**config.mk**
```make
export PLATFORM = sky130hd
export DESIGN_NAME = gtcc_top
export DESIGN_NICKNAME = d
export VERILOG_FILES = /design/src/logic/gtcc_pkg.sv /design/src/logic/gtcc_top.sv
export SDC_FILE = /design/constraint.sdc
export NUM_CORES = 1
export LEC_CHECK = 0
export BUFFER_PORTS_ARGS = -buffer_cell sky130_fd_sc_hd__buf_4
export CORE_UTILIZATION = 50
export DETAILED_ROUTE_END_ITERATION = 8
export PLACE_DENSITY_LB_ADDON = 0.05
export SETUP_SLACK_MARGIN = 0.02
export SLEW_MARGIN = 20
export SYNTH_ARGS = -nofsm -noshare
export SYNTH_HDL_FRONTEND = slang
export SYNTH_SLANG_ARGS = --single-unit
export TNS_END_PERCENT = 100
```
**constraint.sdc**
```tcl
create_clock -name ref_clk -period 8 [get_ports ref_clk]
set_clock_uncertainty 0.1 [all_clocks]
set_input_delay 2.4 -clock ref_clk [delete_from_list [all_inputs] [get_ports ref_clk]]
set_output_delay 2.4 -clock ref_clk [all_outputs]
set_load 0.02 [all_outputs]
```
**src/logic/gtcc_pkg.sv**
```systemverilog
// gtcc_pkg: register map, field layout, reset values and states for the guest table control.
// assumes a 32-bit classic wishbone register bus and a single 100 MHz clock.
package gtcc_pkg;
  // register byte offsets
  localparam logic [7:0] GTCC_OFF_BASE_LO = 8'h00;
  localparam logic [7:0] GTCC_OFF_BASE_HI = 8'h04;
  localparam logic [7:0] GTCC_OFF_CFG     = 8'h08;
  localparam logic [7:0] GTCC_OFF_STATUS  = 8'h0C;
  localparam logic [7:0] GTCC_OFF_IDR3    = 8'h10;
  // field positions
  localparam int GTCC_BASE_VALID_BIT = 0;
  localparam int GTCC_BASE_ADDR_LSB  = 3;
  localparam int GTCC_CFG_STRUCT_BIT = 16;
  localparam int GTCC_CFG_IDW_LSB    = 0;
  localparam int GTCC_IDW_WIDTH      = 5;
  localparam int GTCC_STAT_IDLE_BIT  = 0;
  localparam int GTCC_IDR3_LVL_BIT   = 5;
  // implementation figures
  localparam logic [4:0] GTCC_MAX_IDW    = 5'h10;
  localparam logic       GTCC_TWO_LVL_OK = 1'b1;
  localparam int         GTCC_ADDR_W     = 56;
  localparam int         GTCC_ID_W       = 16;
  localparam int         GTCC_L2_SHIFT   = 12;
  localparam int         GTCC_L1E_SHIFT  = 3;
  localparam int         GTCC_L2E_SHIFT  = 6;
  // settle cycles before a base write counts as done
  localparam logic [3:0] GTCC_SETTLE_CYC = 4'h4;
  // reset values
  localparam logic [31:0] GTCC_RST_ZERO = 32'h0000_0000;
  typedef enum logic [1:0] {GTCC_ST_IDLE, GTCC_ST_SETTLE} gtcc_state_e;
endpackage

```
**src/logic/gtcc_top.sv**
```systemverilog
// gtcc_top: guest table base, config, validity sequencing and walk address gate.
// assumes a classic wishbone master, one clock ref_clk, synchronous reset rst.
// What this block does
// - table is either one linear level or two levels, nothing else.
// - linear mode skips level one, the table is one level-two table.
// - base points at level two when linear, at level one when two-level.
// - in two-level mode each level-two table is 4 KB.
// - a config field selects linear or two-level structure.
// - a config field sets identifier width, sizing the indexed table.
// - guest identifiers index from 0 to two to the width minus one.
// - no memory access derives from an identifier beyond the range.
// - the range check applies to every identifier source.
// - identification field reports if two-level structure is implemented.
// - identification field reports maximum supported identifier width.
// - levels are the same on every domain and unit.
// - maximum identifier width is the same on every unit and domain.
// - base register address field holds the table base.
// - base register valid bit decides whether the table is valid.
// - base write completes only when status idle reads one.
// - table becomes valid when a zero to one valid write completes.
// - table becomes invalid when a one to zero valid write completes.
// - all units of one domain share one table.
// - no table memory access while the table is invalid.
`timescale 1ns/10ps
module gtcc_top (
  // clock and reset
  input  wire logic                               ref_clk,
  input  wire logic                               rst,
  // wishbone slave
  input  wire logic                               wb_cyc_i,
  input  wire logic                               wb_stb_i,
  input  wire logic                               wb_we_i,
  input  wire logic [7:0]                         wb_adr_i,
  input  wire logic [3:0]                         wb_sel_i,
  input  wire logic [31:0]                        wb_dat_i,
  output logic      [31:0]                        wb_dat_o,
  output logic                                    wb_ack_o,
  // walk request from any identifier source
  input  wire logic                               walk_req,
  input  wire logic [1:0]                         walk_src,
  input  wire logic [gtcc_pkg::GTCC_ID_W-1:0]     walk_id,
  // walk result toward memory
  output logic                                    mem_req_q,
  output logic      [gtcc_pkg::GTCC_ADDR_W-1:0]   mem_addr_q,
  output logic                                    mem_l1_q,
  output logic                                    walk_reject_q,
  output logic      [1:0]                         walk_src_q,
  // state shared with peer units
  output logic                                    table_valid_q,
  output logic                                    two_level_q,
  output logic      [gtcc_pkg::GTCC_ADDR_W-1:0]   table_base_q,
  output logic      [4:0]                         id_width_q
);
  typedef logic [gtcc_pkg::GTCC_ADDR_W-1:0] gtcc_addr_t;
  logic [gtcc_pkg::GTCC_ADDR_W-1:0] base_d;
  logic [31:0]                      base_lo_q;
  logic [31:0]                      base_hi_q;
  logic                             valid_req_q;
  logic                             structure_q;
  logic [4:0]                       idw_q;
  gtcc_pkg::gtcc_state_e            state_q;
  logic [3:0]                       settle_q;
  logic                             idle;
  logic                             wr_stb;
  logic                             rd_stb;
  logic                             in_range;
  logic [31:0]                      rd_data;

  // byte-lane merge used by both base register halves
  function automatic logic [31:0] gtcc_merge(input logic [31:0] old_v,
                                             input logic [31:0] new_v,
                                             input logic [3:0]  sel);
    logic [31:0] r;
    r = old_v;
    for (int i = 0; i < 4; i++) begin
      if (sel[i]) begin
        r[i*8 +: 8] = new_v[i*8 +: 8];
      end
    end
    return r;
  endfunction

  // identifier in configured range; width zero admits only id 0
  function automatic logic gtcc_id_ok(input logic [gtcc_pkg::GTCC_ID_W-1:0] id,
                                      input logic [4:0] w);
    logic [gtcc_pkg::GTCC_ID_W:0] lim;
    lim = (gtcc_pkg::GTCC_ID_W+1)'(1) << w;
    return ({1'b0, id} < lim);
  endfunction

  assign idle   = (state_q == gtcc_pkg::GTCC_ST_IDLE);
  assign wr_stb = wb_cyc_i && wb_stb_i && wb_we_i && !wb_ack_o;
  assign rd_stb = wb_cyc_i && wb_stb_i && !wb_we_i && !wb_ack_o;
  assign in_range = gtcc_id_ok(walk_id, idw_q);
  assign base_d = {base_hi_q[gtcc_pkg::GTCC_ADDR_W-33:0],
                   base_lo_q[31:gtcc_pkg::GTCC_BASE_ADDR_LSB],
                   {gtcc_pkg::GTCC_BASE_ADDR_LSB{1'b0}}};

  // one-cycle ack for every access, mapped or not
  always_ff @(posedge ref_clk) begin
    if (rst) begin
      wb_ack_o <= 1'b0;
    end else begin
      wb_ack_o <= wb_cyc_i && wb_stb_i && !wb_ack_o;
    end
  end

  // base register; config and base frozen while a base write settles
  always_ff @(posedge ref_clk) begin
    if (rst) begin
      base_lo_q   <= gtcc_pkg::GTCC_RST_ZERO;
      base_hi_q   <= gtcc_pkg::GTCC_RST_ZERO;
      valid_req_q <= 1'b0;
    end else if (wr_stb && idle) begin
      if (wb_adr_i == gtcc_pkg::GTCC_OFF_BASE_LO) begin
        base_lo_q   <= gtcc_merge(base_lo_q, wb_dat_i, wb_sel_i);
        if (wb_sel_i[0]) begin
          valid_req_q <= wb_dat_i[gtcc_pkg::GTCC_BASE_VALID_BIT];
        end
      end else if (wb_adr_i == gtcc_pkg::GTCC_OFF_BASE_HI) begin
        base_hi_q <= gtcc_merge(base_hi_q, wb_dat_i, wb_sel_i);
      end
    end
  end

  // config register; writes only accepted while table invalid
  always_ff @(posedge ref_clk) begin
    if (rst) begin
      structure_q <= 1'b0;
      idw_q       <= 5'h00;
    end else if (wr_stb && idle && !table_valid_q &&
                 wb_adr_i == gtcc_pkg::GTCC_OFF_CFG) begin
      // two-level only when implemented, width clamped to maximum
      if (wb_sel_i[2]) begin
        structure_q <= wb_dat_i[gtcc_pkg::GTCC_CFG_STRUCT_BIT] &&
                       gtcc_pkg::GTCC_TWO_LVL_OK;
      end
      if (wb_sel_i[0]) begin
        idw_q <= (wb_dat_i[4:0] > gtcc_pkg::GTCC_MAX_IDW) ?
                 gtcc_pkg::GTCC_MAX_IDW : wb_dat_i[4:0];
      end
    end
  end

  // settle sequence: idle drops on any base write, returns after settle count
  always_ff @(posedge ref_clk) begin
    if (rst) begin
      state_q  <= gtcc_pkg::GTCC_ST_IDLE;
      settle_q <= 4'h0;
    end else begin
      case (state_q)
        gtcc_pkg::GTCC_ST_IDLE: begin
          if (wr_stb && (wb_adr_i == gtcc_pkg::GTCC_OFF_BASE_LO ||
                         wb_adr_i == gtcc_pkg::GTCC_OFF_BASE_HI)) begin
            state_q  <= gtcc_pkg::GTCC_ST_SETTLE;
            settle_q <= gtcc_pkg::GTCC_SETTLE_CYC;
          end
        end
        gtcc_pkg::GTCC_ST_SETTLE: begin
          if (settle_q == 4'h1) begin
            state_q <= gtcc_pkg::GTCC_ST_IDLE;
          end
          settle_q <= settle_q - 4'h1;
        end
        default: begin
          state_q <= gtcc_pkg::GTCC_ST_IDLE;
        end
      endcase
    end
  end

  // published state changes only as the write completes
  always_ff @(posedge ref_clk) begin
    if (rst) begin
      table_valid_q <= 1'b0;
      two_level_q   <= 1'b0;
      table_base_q  <= '0;
      id_width_q    <= 5'h00;
    end else if (state_q == gtcc_pkg::GTCC_ST_SETTLE && settle_q == 4'h1) begin
      table_valid_q <= valid_req_q;
      two_level_q   <= structure_q;
      table_base_q  <= base_d;
      id_width_q    <= idw_q;
    end
  end

  // walk address generation, gated by validity and range
  always_ff @(posedge ref_clk) begin
    if (rst) begin
      mem_req_q     <= 1'b0;
      mem_addr_q    <= '0;
      mem_l1_q      <= 1'b0;
      walk_reject_q <= 1'b0;
      walk_src_q    <= 2'h0;
    end else begin
      mem_req_q     <= walk_req && table_valid_q && idle && in_range;
      walk_reject_q <= walk_req && !(table_valid_q && idle && in_range);
      walk_src_q    <= walk_src;
      if (walk_req) begin
        if (two_level_q) begin
          // level-one entry address; level-two table then spans one 4 KB page
          mem_addr_q <= table_base_q + (gtcc_addr_t'(walk_id >>
                        (gtcc_pkg::GTCC_L2_SHIFT - gtcc_pkg::GTCC_L2E_SHIFT))
                        << gtcc_pkg::GTCC_L1E_SHIFT);
          mem_l1_q   <= 1'b1;
        end else begin
          mem_addr_q <= table_base_q + (gtcc_addr_t'(walk_id)
                        << gtcc_pkg::GTCC_L2E_SHIFT);
          mem_l1_q   <= 1'b0;
        end
      end
    end
  end

  // register read mux; unmapped offsets read zero
  always_comb begin
    rd_data = 32'h0000_0000;
    case (wb_adr_i)
      gtcc_pkg::GTCC_OFF_BASE_LO: begin
        rd_data = {base_lo_q[31:1], table_valid_q};
      end
      gtcc_pkg::GTCC_OFF_BASE_HI: begin
        rd_data = base_hi_q;
      end
      gtcc_pkg::GTCC_OFF_CFG: begin
        rd_data[gtcc_pkg::GTCC_CFG_STRUCT_BIT] = structure_q;
        rd_data[4:0] = idw_q;
      end
      gtcc_pkg::GTCC_OFF_STATUS: begin
        rd_data[gtcc_pkg::GTCC_STAT_IDLE_BIT] = idle;
      end
      gtcc_pkg::GTCC_OFF_IDR3: begin
        rd_data[4:0] = gtcc_pkg::GTCC_MAX_IDW;
        rd_data[gtcc_pkg::GTCC_IDR3_LVL_BIT] = gtcc_pkg::GTCC_TWO_LVL_OK;
      end
      default: begin
        rd_data = 32'h0000_0000;
      end
    endcase
  end

  always_ff @(posedge ref_clk) begin
    if (rst) begin
      wb_dat_o <= 32'h0000_0000;
    end else if (rd_stb) begin
      wb_dat_o <= rd_data;
    end
  end

  // memory request never without valid table
  a_no_invalid_access: assert property (@(posedge ref_clk) disable iff (rst)
    mem_req_q |-> $past(table_valid_q))
    else $error("memory request while table invalid");

  // out of range identifier never reaches memory
  a_range_gate: assert property (@(posedge ref_clk) disable iff (rst)
    $past(walk_req) && !$past(in_range) |-> !mem_req_q && walk_reject_q)
    else $error("out of range identifier passed");

  // valid follows request only when settle finishes
  a_valid_on_complete: assert property (@(posedge ref_clk) disable iff (rst)
    $rose(table_valid_q) |-> $past(state_q) == gtcc_pkg::GTCC_ST_SETTLE && idle)
    else $error("valid rose outside write completion");

  a_invalid_on_complete: assert property (@(posedge ref_clk) disable iff (rst)
    $fell(table_valid_q) |-> $past(state_q) == gtcc_pkg::GTCC_ST_SETTLE && !valid_req_q)
    else $error("valid fell outside write completion");

  // idle returns within the settle window
  a_idle_returns: assert property (@(posedge ref_clk) disable iff (rst)
    $fell(idle) |-> ##[1:5] idle)
    else $error("idle did not return");

  a_width_max: assert property (@(posedge ref_clk) disable iff (rst)
    idw_q <= gtcc_pkg::GTCC_MAX_IDW)
    else $error("identifier width above maximum");

  a_linear_addr: assert property (@(posedge ref_clk) disable iff (rst)
    mem_req_q && !mem_l1_q |-> !$past(two_level_q))
    else $error("linear walk used level one");

  a_two_level_ok: assert property (@(posedge ref_clk) disable iff (rst)
    mem_req_q && mem_l1_q |-> $past(two_level_q) && gtcc_pkg::GTCC_TWO_LVL_OK)
    else $error("level-one access without two-level structure");

  // bus handshake: one ack per take, read data held between reads
  a_ack_follows_take: assert property (@(posedge ref_clk) disable iff (rst)
    $past(wb_cyc_i && wb_stb_i && !wb_ack_o) |-> wb_ack_o)
    else $error("taken access not acknowledged");

  a_ack_one_cycle: assert property (@(posedge ref_clk) disable iff (rst)
    wb_ack_o |=> !wb_ack_o)
    else $error("ack stood longer than one cycle");

  a_ack_needs_cycle: assert property (@(posedge ref_clk) disable iff (rst)
    wb_ack_o |-> $past(wb_cyc_i && wb_stb_i))
    else $error("ack without a bus cycle");

  a_read_data_held: assert property (@(posedge ref_clk) disable iff (rst)
    !$past(rd_stb) |-> $stable(wb_dat_o))
    else $error("read data moved without a read");

  a_status_read: assert property (@(posedge ref_clk) disable iff (rst)
    wb_ack_o && !wb_we_i && wb_adr_i == gtcc_pkg::GTCC_OFF_STATUS |->
      wb_dat_o[gtcc_pkg::GTCC_STAT_IDLE_BIT] == $past(idle))
    else $error("status read does not show idle");

  a_ident_read: assert property (@(posedge ref_clk) disable iff (rst)
    wb_ack_o && !wb_we_i && wb_adr_i == gtcc_pkg::GTCC_OFF_IDR3 |->
      wb_dat_o[5:0] == {gtcc_pkg::GTCC_TWO_LVL_OK, gtcc_pkg::GTCC_MAX_IDW})
    else $error("identification read wrong");

  // settle sequence; published state moves only at completion
  a_settle_length: assert property (@(posedge ref_clk) disable iff (rst)
    $fell(idle) |-> !idle [*4] ##1 idle)
    else $error("settle length wrong");

  a_settle_range: assert property (@(posedge ref_clk) disable iff (rst)
    state_q == gtcc_pkg::GTCC_ST_SETTLE |-> settle_q != 4'h0 && settle_q <= gtcc_pkg::GTCC_SETTLE_CYC)
    else $error("settle count out of range");

  a_idle_count_clear: assert property (@(posedge ref_clk) disable iff (rst)
    idle |-> settle_q == 4'h0)
    else $error("settle count left over in idle");

  a_base_only_idle: assert property (@(posedge ref_clk) disable iff (rst)
    $changed(base_lo_q) || $changed(base_hi_q) |-> $past(idle))
    else $error("base written while settling");

  a_valid_from_request: assert property (@(posedge ref_clk) disable iff (rst)
    $changed(table_valid_q) |-> table_valid_q == $past(valid_req_q))
    else $error("valid does not follow base valid bit");

  a_base_at_end: assert property (@(posedge ref_clk) disable iff (rst)
    $changed(table_base_q) |-> $past(state_q) == gtcc_pkg::GTCC_ST_SETTLE && idle)
    else $error("base published outside completion");

  a_level_at_end: assert property (@(posedge ref_clk) disable iff (rst)
    $changed(two_level_q) |-> $past(state_q) == gtcc_pkg::GTCC_ST_SETTLE && idle)
    else $error("structure published outside completion");

  a_width_at_end: assert property (@(posedge ref_clk) disable iff (rst)
    $changed(id_width_q) |-> $past(state_q) == gtcc_pkg::GTCC_ST_SETTLE && idle)
    else $error("width published outside completion");

  // configuration moves only while the table is invalid
  a_width_frozen: assert property (@(posedge ref_clk) disable iff (rst)
    $changed(idw_q) |-> !$past(table_valid_q) && $past(idle))
    else $error("width changed while table valid");

  a_structure_frozen: assert property (@(posedge ref_clk) disable iff (rst)
    $changed(structure_q) |-> !$past(table_valid_q) && $past(idle))
    else $error("structure changed while table valid");

  // walk answers: exactly one per request, none without one
  a_walk_one_answer: assert property (@(posedge ref_clk) disable iff (rst)
    $past(walk_req) |-> mem_req_q != walk_reject_q)
    else $error("walk not answered exactly once");

  a_walk_no_answer: assert property (@(posedge ref_clk) disable iff (rst)
    !$past(walk_req) |-> !mem_req_q && !walk_reject_q)
    else $error("walk answer without request");

  a_walk_needs_idle: assert property (@(posedge ref_clk) disable iff (rst)
    mem_req_q |-> $past(idle))
    else $error("memory access while settling");

  a_walk_in_range: assert property (@(posedge ref_clk) disable iff (rst)
    mem_req_q |-> $past(in_range))
    else $error("memory access out of identifier range");

  a_reject_invalid: assert property (@(posedge ref_clk) disable iff (rst)
    $past(walk_req) && !$past(table_valid_q) |-> walk_reject_q)
    else $error("walk on invalid table not refused");

  a_src_echo: assert property (@(posedge ref_clk) disable iff (rst)
    $past(walk_req) |-> walk_src_q == $past(walk_src))
    else $error("source tag not echoed");

  a_linear_span: assert property (@(posedge ref_clk) disable iff (rst)
    mem_req_q && !mem_l1_q |->
      mem_addr_q - $past(table_base_q) == gtcc_addr_t'({$past(walk_id), 6'h00}))
    else $error("linear entry address wrong");

  a_l1_span: assert property (@(posedge ref_clk) disable iff (rst)
    mem_req_q && mem_l1_q |->
      mem_addr_q - $past(table_base_q) ==
        gtcc_addr_t'({$past(walk_id[gtcc_pkg::GTCC_ID_W-1:6]), 3'h0}))
    else $error("level-one entry address wrong");
endmodule

```
==> results of run 1 <==
## worst max-delay path, cell delays in order
cell and delay (ps):
buf_4 100, or4_1 550, or4_1 830, nor2b_1 590, nor2b_2 570, buf_4 360, nand2_1 240, nand2_1 130
a21oi_1 70
## per-stage QoR
step	power (mW)	instance area [µm²]	std cells	utilization	hold slack, ps
after floorplan	1.28	11200	1391	-	332
after global placement	1.36	12900	1800	0.589	342
after detailed placement	1.36	12900	1800	0.589	348
after CTS	2.46	13700	1846	0.626	357
after global routing	2.53	13700	1846	0.626	376
final	2.45	13700	1846	0.626	355
## worst min-delay path by stage
stage / endpoint / slack [ps] / depth (start not counted)
CTS: id_width_q[4]$_SDFFE_PP0P_ / 360 / 2
detailed placement: id_width_q[4]$_SDFFE_PP0P_ / 350 / 2
global route: id_width_q[3]$_SDFFE_PP0P_ / 380 / 2
floorplan: table_valid_q$_SDFFE_PP0P_ / 330 / 2
global placement: base_lo_q[2]$_SDFFE_PP0P_ / 340 / 2
finish: id_width_q[4]$_SDFFE_PP0P_ / 360 / 2
## flip-flops by register name (all words and copies together), names as in the netlist
signal         cells
base_lo_q         32
mem_addr_q        53
table_valid_q      1
mem_req_q          1
wb_ack_o           1
structure_q        1
state_q            1
walk_src_q         2
walk_reject_q      1
base_hi_q         32
id_width_q         5
mem_l1_q           1
two_level_q        1
wb_dat_o          32
table_base_q      53
idw_q              5
settle_q           4
## report_power, final
part	switching (mW)	internal [mW]	total, mW
Clock	0.474	0.638	1.11
Combinational	0.113	0.0729	0.186
Sequential	0.00869	1.14	1.15
Total	0.596	1.85	2.45
## layout make-up
| type | instances | area [µm²] | area share |
|---|---|---|---|
| Multi-Input combinational cell | 1050 | 6270 | 0.457 |
| Tap cell | 280 | 350 | 0.0256 |
| Inverter | 19 | 71.3 | 0.00520 |
| Sequential cell | 226 | 4520 | 0.330 |
| Clock inverter | 8 | 63.8 | 0.00466 |
| Clock buffer | 38 | 734 | 0.0536 |
| Timing Repair Buffer | 225 | 1690 | 0.124 |
## logic make-up (layout without fill, tap and decap cells)
group | after synthesis | in the layout | synth area share
xor gates and xnor gates | 35 | 35 | 0.0274
and+or+nand+nor | 578 | 578 | 0.236
DFF | 226 | 226 | 0.404
buffers and inverters | 115 | 290 | 0.0411
muxes | 71 | 71 | 0.0645
adders and majority gates | 45 | 45 | 0.0516
other | 1 | 6 | 0.000335
AOI/OAI and AO/OA | 315 | 315 | 0.175
## placed cells by master, fill, tap and decap left out, types with 14 or more instances in the layout
master and n:
a21o_1 14, dfxtp_1 226, or3_1 14, nand3_1 59, nand2_1 213, nor2_1 159, mux2i_1 70, inv_1 19
or4_1 15, xnor2_1 24, ha_1 43, a211oi_1 21, a21oi_1 154, o21ai_0 33, a311oi_1 28, clkbuf_16 25
nor3_1 40, buf_4 224
## layer usage
metal  track usage  vias to the layer above  share of wire
met2         0.440                      424           0.43
met1         0.430                     5030           0.47
met4        0.0688                        0          0.019
met3        0.0395                       52          0.081
met5             0                        -              0
li1              -                     5254              -
==> impl_results.md, run 1 <==
* Routed wire length at 33900 µm
* Crit share post-route at 0.697
* Status: completed
* Clock Sinks at 226
* Synthesis-stage register bit count at 226
* Detailed Route Iter0 Violations at 878
* Fmax achieved at 0.179 GHz
* H-tree levels at 1
* Initial antenna violation count at 0
* Pre-CTS setup slack at 1960 ps
* Die area at 0.0230 mm²
* Cell Rows at 54
* Top-count cell post-synth: dfxtp_1
* Max VDD drop at 0.154 mV
* Total GRT Usage at 0.290
* Crit path launch: wb_adr_i[5]
* Ys flop type: dfxtp_1
* Max cap viols at 0
* Antenna-violating nets left at 0
* Vias at 10800
* Leakage Power at 5.47 nW
* Initial Util at 0.512
* Global placement routability congestion at 0.916
* Die height at 152 µm
* Final Hold Fails at 0
* Pins Over Slew Limit at 0
* Layout cells sized above 1 at 0.178
* Top cells by area, synth: dfxtp_1 (40%), nand2_1 (7.1%), a21oi_1 (6.9%)
* Clock root buffer: clkbuf_16
* FILL cells at 2066
* CP endpoint kind: flip-flop
* Reg2reg start: table_base_q[3]$_SDFFE_PP0P_
* Slew margin rel. at 0.331
* Critical Path RT at 8290 ps
* Area leader, netlist: dfxtp_1
* Area Overhead vs Synth at 22.3%
* End of the critical path: base_lo_q[19]$_SDFFE_PP0P_
* Worst-path fanout max at 27
* First-pass GRT wire length at 52400 µm
* Synth Cell Area at 0.0112 mm²
* Worst R2R Setup Slack at 4610 ps
* Min-delay worst type: flip-flop to flip-flop
* Slew at the pin with the worst max-slew slack at 1000 ps
* GR Overflow Total at 0
* Reg2reg path depth at 9
* PD cells at 179 mW/mm²
* Syn_area_per_cell at 8.09 µm²
* Final setup margin at 2420 ps
* Final nets at 1660
* DP HPWL at 24900 µm
* Crit path DAT at 5860 ps
* Routed WL per cell at 18.4 µm
* Gate count of the mapped netlist at 1386
* Post-CTS setup buffers at 0
* Synth warn at 0
* CTS tree: built
* Longest Clk Path Bufs at 3
* Post-route minimum period at 5580 ps
* Clock transition at path regs at 60 ps
* Routed vias/inst at 5.83
* Worst skew pair latency at 540 ps
* Seq/Total Area, Yosys at 0.404
* Ys async rst share at 0
* R2r endpoint: mem_addr_q[45]$_SDFFE_PP0P_
* Vias in the first global route at 9601
* Final setup violation count at 0
* Core Region at 0.0219 mm²
* Ant diodes at 0
* TritonCTS Buffers at 25
* Setup TNS at 0 ps
* Crit path launch type: input pin
* Port Buffers at 218
* Post-synth top area share at 0.404
* RSZ-0062 raised after global routing: no
* Worst hold start: id_width_q[4]$_SDFFE_PP0P_
* Cts hold-fix bufs at 0
* Resized cells post-CTS at 0
* Largest net degree at the start of global routing at 98
* DRC at 0
* Number of synthesized flops with an enable pin at 0
* First-pass DRT Iterations at 5
* Synth unique cells at 64
* Die Wd at 152 µm
* Most instantiated cells after synthesis: dfxtp_1 (226), nand2_1 (213), nor2_1 (159), a21oi_1 (154), clkbuf_1 (81)
* Ports at 225
* Setup Crit Path Kind: input pin to flip-flop
Note: power is estimated with default switching activity, not from simulation.
==> run 2, diff against run 1 <==
clock period = 5.5 ns   (was 8 ns; I/O delays follow)
==> run 2 against run 1 <==
Sequential share of layout area fell by 0.34 points. Clock power is 59% higher. Register-to-register slack got worse by 2500 ps. Combinational power rose by 46%. Hold slack gained 1.5 ps. Sequential power increased by 45%. Core utilization increased by 0.65 points. Sequential cell count unchanged. Cell area rose by 1.0%. Critical endpoint is now mem_addr_q[44]$_SDFFE_PP0P_. Wire length is 1.3% higher. Final cell count rose by 0.33%.
==> impl_results.md, run 2 (synthesized netlist as in run 1, its figures left out) <==
* Status: completed
* Slew at the pin with the worst max-slew slack at 1000 ps
* TritonCTS Buffers at 26
* DP HPWL at 25100 µm
* Min-delay worst type: flip-flop to flip-flop
* Initial Util at 0.512
* Routed vias/inst at 5.82
* Register Area at 0.00452 mm²
* Initial antenna violation count at 0
* Post-CTS setup buffers at 0
* Global placement routability congestion at 0.993
* Non-filler instance count after layout at 1852
* Setup TNS at 0 ps
* Leakage Power at 5.54 nW
* Crit share post-route at 0.752
* Power Total at 3.70 mW
* Core Region at 0.0219 mm²
* Top flop regs: mem_addr_q x53, table_base_q x53
* Worst R2R Setup Slack at 2160 ps
* Multi-input gate area at 0.00627 mm²
* R2r endpoint: mem_addr_q[44]$_SDFFE_PP0P_
* Largest net degree at the start of global routing at 96
* FILL cells at 1998
* Reg2reg path depth at 9
* Design area at 0.0138 mm²
* Ant diodes at 0
* Routed WL per cell at 18.5 µm
* Reg2reg start: table_base_q[6]$_SDFFE_PP0P_
* Layout cells sized above 1 at 0.181
* Final Hold Fails at 0
* GR Overflow Total at 0
* Placed cell area at 0.0130 mm²
* Worst hold start: base_lo_q[2]$_SDFFE_PP0P_
* Final Core Density at 0.632
* Most frequent cells in the layout: dfxtp_1 (226), buf_4 (226), nand2_1 (213)
* Placed Cells incl. Taps at 1804
* Ports at 225
* Clock root buffer: clkbuf_16
* Die height at 152 µm
* Detailed Route Iter0 Violations at 799
* Crit path launch type: input pin
* Port Buffers at 218
* Slew margin rel. at 0.333
* CP endpoint kind: flip-flop
* Vias at 10800
* RSZ-0062 raised after global routing: no
* Area Overhead vs Synth at 23.5%
* Pins Over Slew Limit at 0
* First-pass GRT wire length at 52600 µm
* Post-route minimum period at 4140 ps
* Longest Clk Path Bufs at 3
* Antenna-violating nets left at 0
* Final nets at 1665
* Die Wd at 152 µm
* Cell Rows at 54
* Vias in the first global route at 9570
* Worst hold path stage count at 2
* DRC at 0
* Total GRT Usage at 0.293
* H-tree levels at 1
* Fmax achieved at 0.242 GHz
* First-pass DRT Iterations at 5
* Worst skew pair latency at 550 ps
* Crit path DAT at 4450 ps
* Clock transition at path regs at 60 ps
* Max VDD drop at 0.279 mV
* Cts hold-fix bufs at 0
* Setup Crit Path Kind: input pin to flip-flop
* Die area at 0.0230 mm²
* Final setup violation count at 0
* Routed wire length at 34400 µm
* Critical Path RT at 5810 ps
* Hold Crit Endpoint: base_lo_q[2]$_SDFFE_PP0P_
* Max cap viols at 0
* Resized cells post-CTS at 0
* Worst-path fanout max at 9
* Clock Sinks at 226
* CTS tree: built
* PD cells at 267 mW/mm²
run 2: report_power, final:
group / switching (mW) / internal, mW
Combinational: 0.164 / 0.107
Sequential: 0.0134 / 1.66
Clock: 0.704 / 1.05
run 2: layout make-up:
cell class	count	area share
multi-input cells	1050	0.453
flip-flops and latches	226	0.327
repair buffers	229	0.126
clock buffers	38	0.0546
well taps	280	0.0253
clock inverters	10	0.00931
inverters	19	0.00515
run 2: per-layer routing:
| metal | share of wire | wire length [µm] | global-route usage | up-vias |
|---|---|---|---|---|
| met4 | 0.025 | 858 | 0.0772 | 0 |
| met2 | 0.43 | 14900 | 0.442 | 404 |
| met3 | 0.081 | 2770 | 0.0512 | 57 |
| met1 | 0.46 | 15900 | 0.428 | 5051 |
| met5 | 0 | 0 | 0 | - |
| li1 | - | - | - | 5266 |
run 2: how the worst max path moves through the flow:
stage | startpoint | end
after floorplan | walk_id[0] | mem_addr_q[44]$_SDFFE_PP0P_
after global placement | walk_id[2] | mem_addr_q[25]$_SDFFE_PP0P_
after detailed placement | walk_id[2] | mem_addr_q[53]$_SDFFE_PP0P_
after CTS | walk_id[2] | mem_addr_q[53]$_SDFFE_PP0P_
after global routing | walk_id[0] | mem_addr_q[50]$_SDFFE_PP0P_
final | walk_id[0] | mem_addr_q[44]$_SDFFE_PP0P_
run 2: through the flow:
step                hold slack (ps)  setup slack, ps
detailed placement              348              829
finish                          357             1360
CTS                             356             1370
global route                    371             1200
floorplan                       332             1300
global placement                341              903
run 2: worst max-delay path, cell delays in order:
cell       delay (ps)
buf_4             110
ha_1              220
fa_1              420
a21o_1            210
a311oi_1          510
o21ba_2           270
o21ba_2           280
nor2_1            140
and4_1            240
a2111oi_0         380
==> run 3, diff against run 2 <==
clock period = 4.15 ns   (was 5.5 ns; I/O delays follow)
==> run 3 against run 2 <==
Wire length grew 1.3%. Largest power group unchanged. Combinational power grew 34%. Hold slack is essentially flat. Sequential power grew 33%. Total power grew 38%. Sequential cell count is the same. Final cell count grew 1.1%. Global-route usage grew 0.14 points.
==> impl_results.md, run 3 (synthesized netlist as in run 1, its figures left out) <==
* Status: completed
* Final Hold Fails at 0
* Slowest cell on crit path: or4_1
* Psw at 1.21 mW
* Final nets at 1686
* Resized cells post-CTS at 0
* Clock Sinks at 226
* Max cap viols at 0
* Hold_ws at 356 ps
* Slew margin rel. at 0.545
* Detailed Route Iter0 Violations at 785
* Fmax achieved at 0.286 GHz
* Crit path cell chain: buf_4 -> ha_1 -> fa_1 -> a21oi_1 -> o221ai_1 -> nand2_1 -> o311ai_1 -> buf_4 -> o311ai_1 -> buf_4 -> or4_1 -> a311oi_1
* Core Region at 0.0219 mm²
* Placed Cells incl. Taps at 1825
* Crit path launch type: input pin
* Cts hold-fix bufs at 0
* FILL cells at 2016
* Worst-path fanout max at 13
* Longest Clk Path Bufs at 3
* DRC at 0
* Setup TNS at 0 ps
* Global placement routability congestion at 0.950
* Pins Over Slew Limit at 0
* Final setup margin at 654 ps
* First-pass DRT Iterations at 7
* Leakage Power at 5.68 nW
* Most common cell after layout, fill and taps aside: buf_4
* Max VDD drop at 0.301 mV
* Vias at 10900
* CP endpoint kind: flip-flop
* GR Overflow Total at 0
* TritonCTS Buffers at 26
* Worst hold start: wb_dat_o[16]$_SDFFE_PP0P_
* Pre-CTS setup slack at 154 ps
* Routed WL per cell at 18.6 µm
* CP max stage delay at 500 ps
* Antenna-violating nets left at 0
* DP HPWL at 25800 µm
* Comb pwr share at 0.071
* Ant diodes at 0
* Routed wire length at 34800 µm
* Critical Path RT at 4500 ps
* Crit path top cell by count: buf_4
* Sequential Power Share at 0.435
* Die height at 152 µm
* Initial antenna violation count at 0
* Routed vias/inst at 5.80
* Area Overhead vs Synth at 25.7%
* Clock root buffer: clkbuf_16
* Cell Rows at 54
* Power Total at 5.10 mW
* Final setup violation count at 0
* Top flop regs: mem_addr_q x53, table_base_q x53
* Clock share of power at 0.494
* Crit share post-route at 0.842
* Post-CTS setup buffers at 0
* Crit path DAT at 3850 ps
* Layout cells sized above 1 at 0.195
* Most frequent cells in the layout: buf_4 (245), dfxtp_1 (226), nand2_1 (213)
* Total GRT Usage at 0.295
* Internal power at 3.89 mW
* Port Buffers at 218
* Clock transition at path regs at 60 ps
* Crit path launch: walk_id[6]
* Ports at 225
* RSZ-0062 raised after global routing: no
* Largest net degree at the start of global routing at 79
* Reg2reg start: table_base_q[6]$_SDFFE_PP0P_
* Slew at the pin with the worst max-slew slack at 682 ps
* H-tree levels at 1
* First-pass GRT wire length at 52800 µm
* Die Wd at 152 µm
* Design area at 0.0141 mm²
* Multi-input gate area at 0.00626 mm²
* Placed cell area at 0.0131 mm²
* Vias in the first global route at 9657
* Min-delay worst type: flip-flop to flip-flop
* Net Sw Frac at 0.237
* Setup Crit Path Kind: input pin to flip-flop
* PD cells at 362 mW/mm²
* Non-filler instance count after layout at 1872
* Register Area at 0.00452 mm²
* Post-route minimum period at 3500 ps
* Initial Util at 0.512
* Die area at 0.0230 mm²
* Final Core Density at 0.644
* Worst skew pair latency at 550 ps
* CTS tree: built
==> run 3: worst max-delay path: cells and delay by family <==
kind,cells,cell delay (ps)
AOI/OAI and AO/OA,5,1040
and+or+nand+nor,2,620
buffers and inverters,3,490
adders and majority gates,2,440
==> run 3: power groups by stage <==
stage	sequential [mW]	clock [mW]	combinational [mW]
global route	2.22	2.64	0.395
finish	2.22	2.52	0.363
CTS	2.22	2.54	0.362
floorplan	2.30	0	0.171
detailed placement	2.27	0	0.361
global placement	2.26	0	0.360
==> run 3: final timing paths <==
check                           endpoint  slack (ps)  cells after the start
max          mem_addr_q[55]$_SDFFE_PP0P_         650                     12
min reg2reg    wb_dat_o[16]$_SDFFE_PP0P_         360                      2
max reg2reg  mem_addr_q[32]$_SDFFE_PP0P_        1010                     10
min            wb_dat_o[16]$_SDFFE_PP0P_         360                      2
==> run 3: cell type report <==
class | count | share of cell area
Timing Repair Buffer | 250 | 0.137
Sequential cell | 226 | 0.321
Clock inverter | 16 | 0.0177
Inverter | 19 | 0.00506
Clock buffer | 31 | 0.0503
Multi-Input combinational cell | 1050 | 0.444
Tap cell | 280 | 0.0249
==> run 3: per-layer routing <==
metal | part of all wire | track usage
met1 | 0.46 | 0.427
met2 | 0.44 | 0.453
met3 | 0.083 | 0.0479
met4 | 0.023 | 0.0713
met5 | 0 | 0
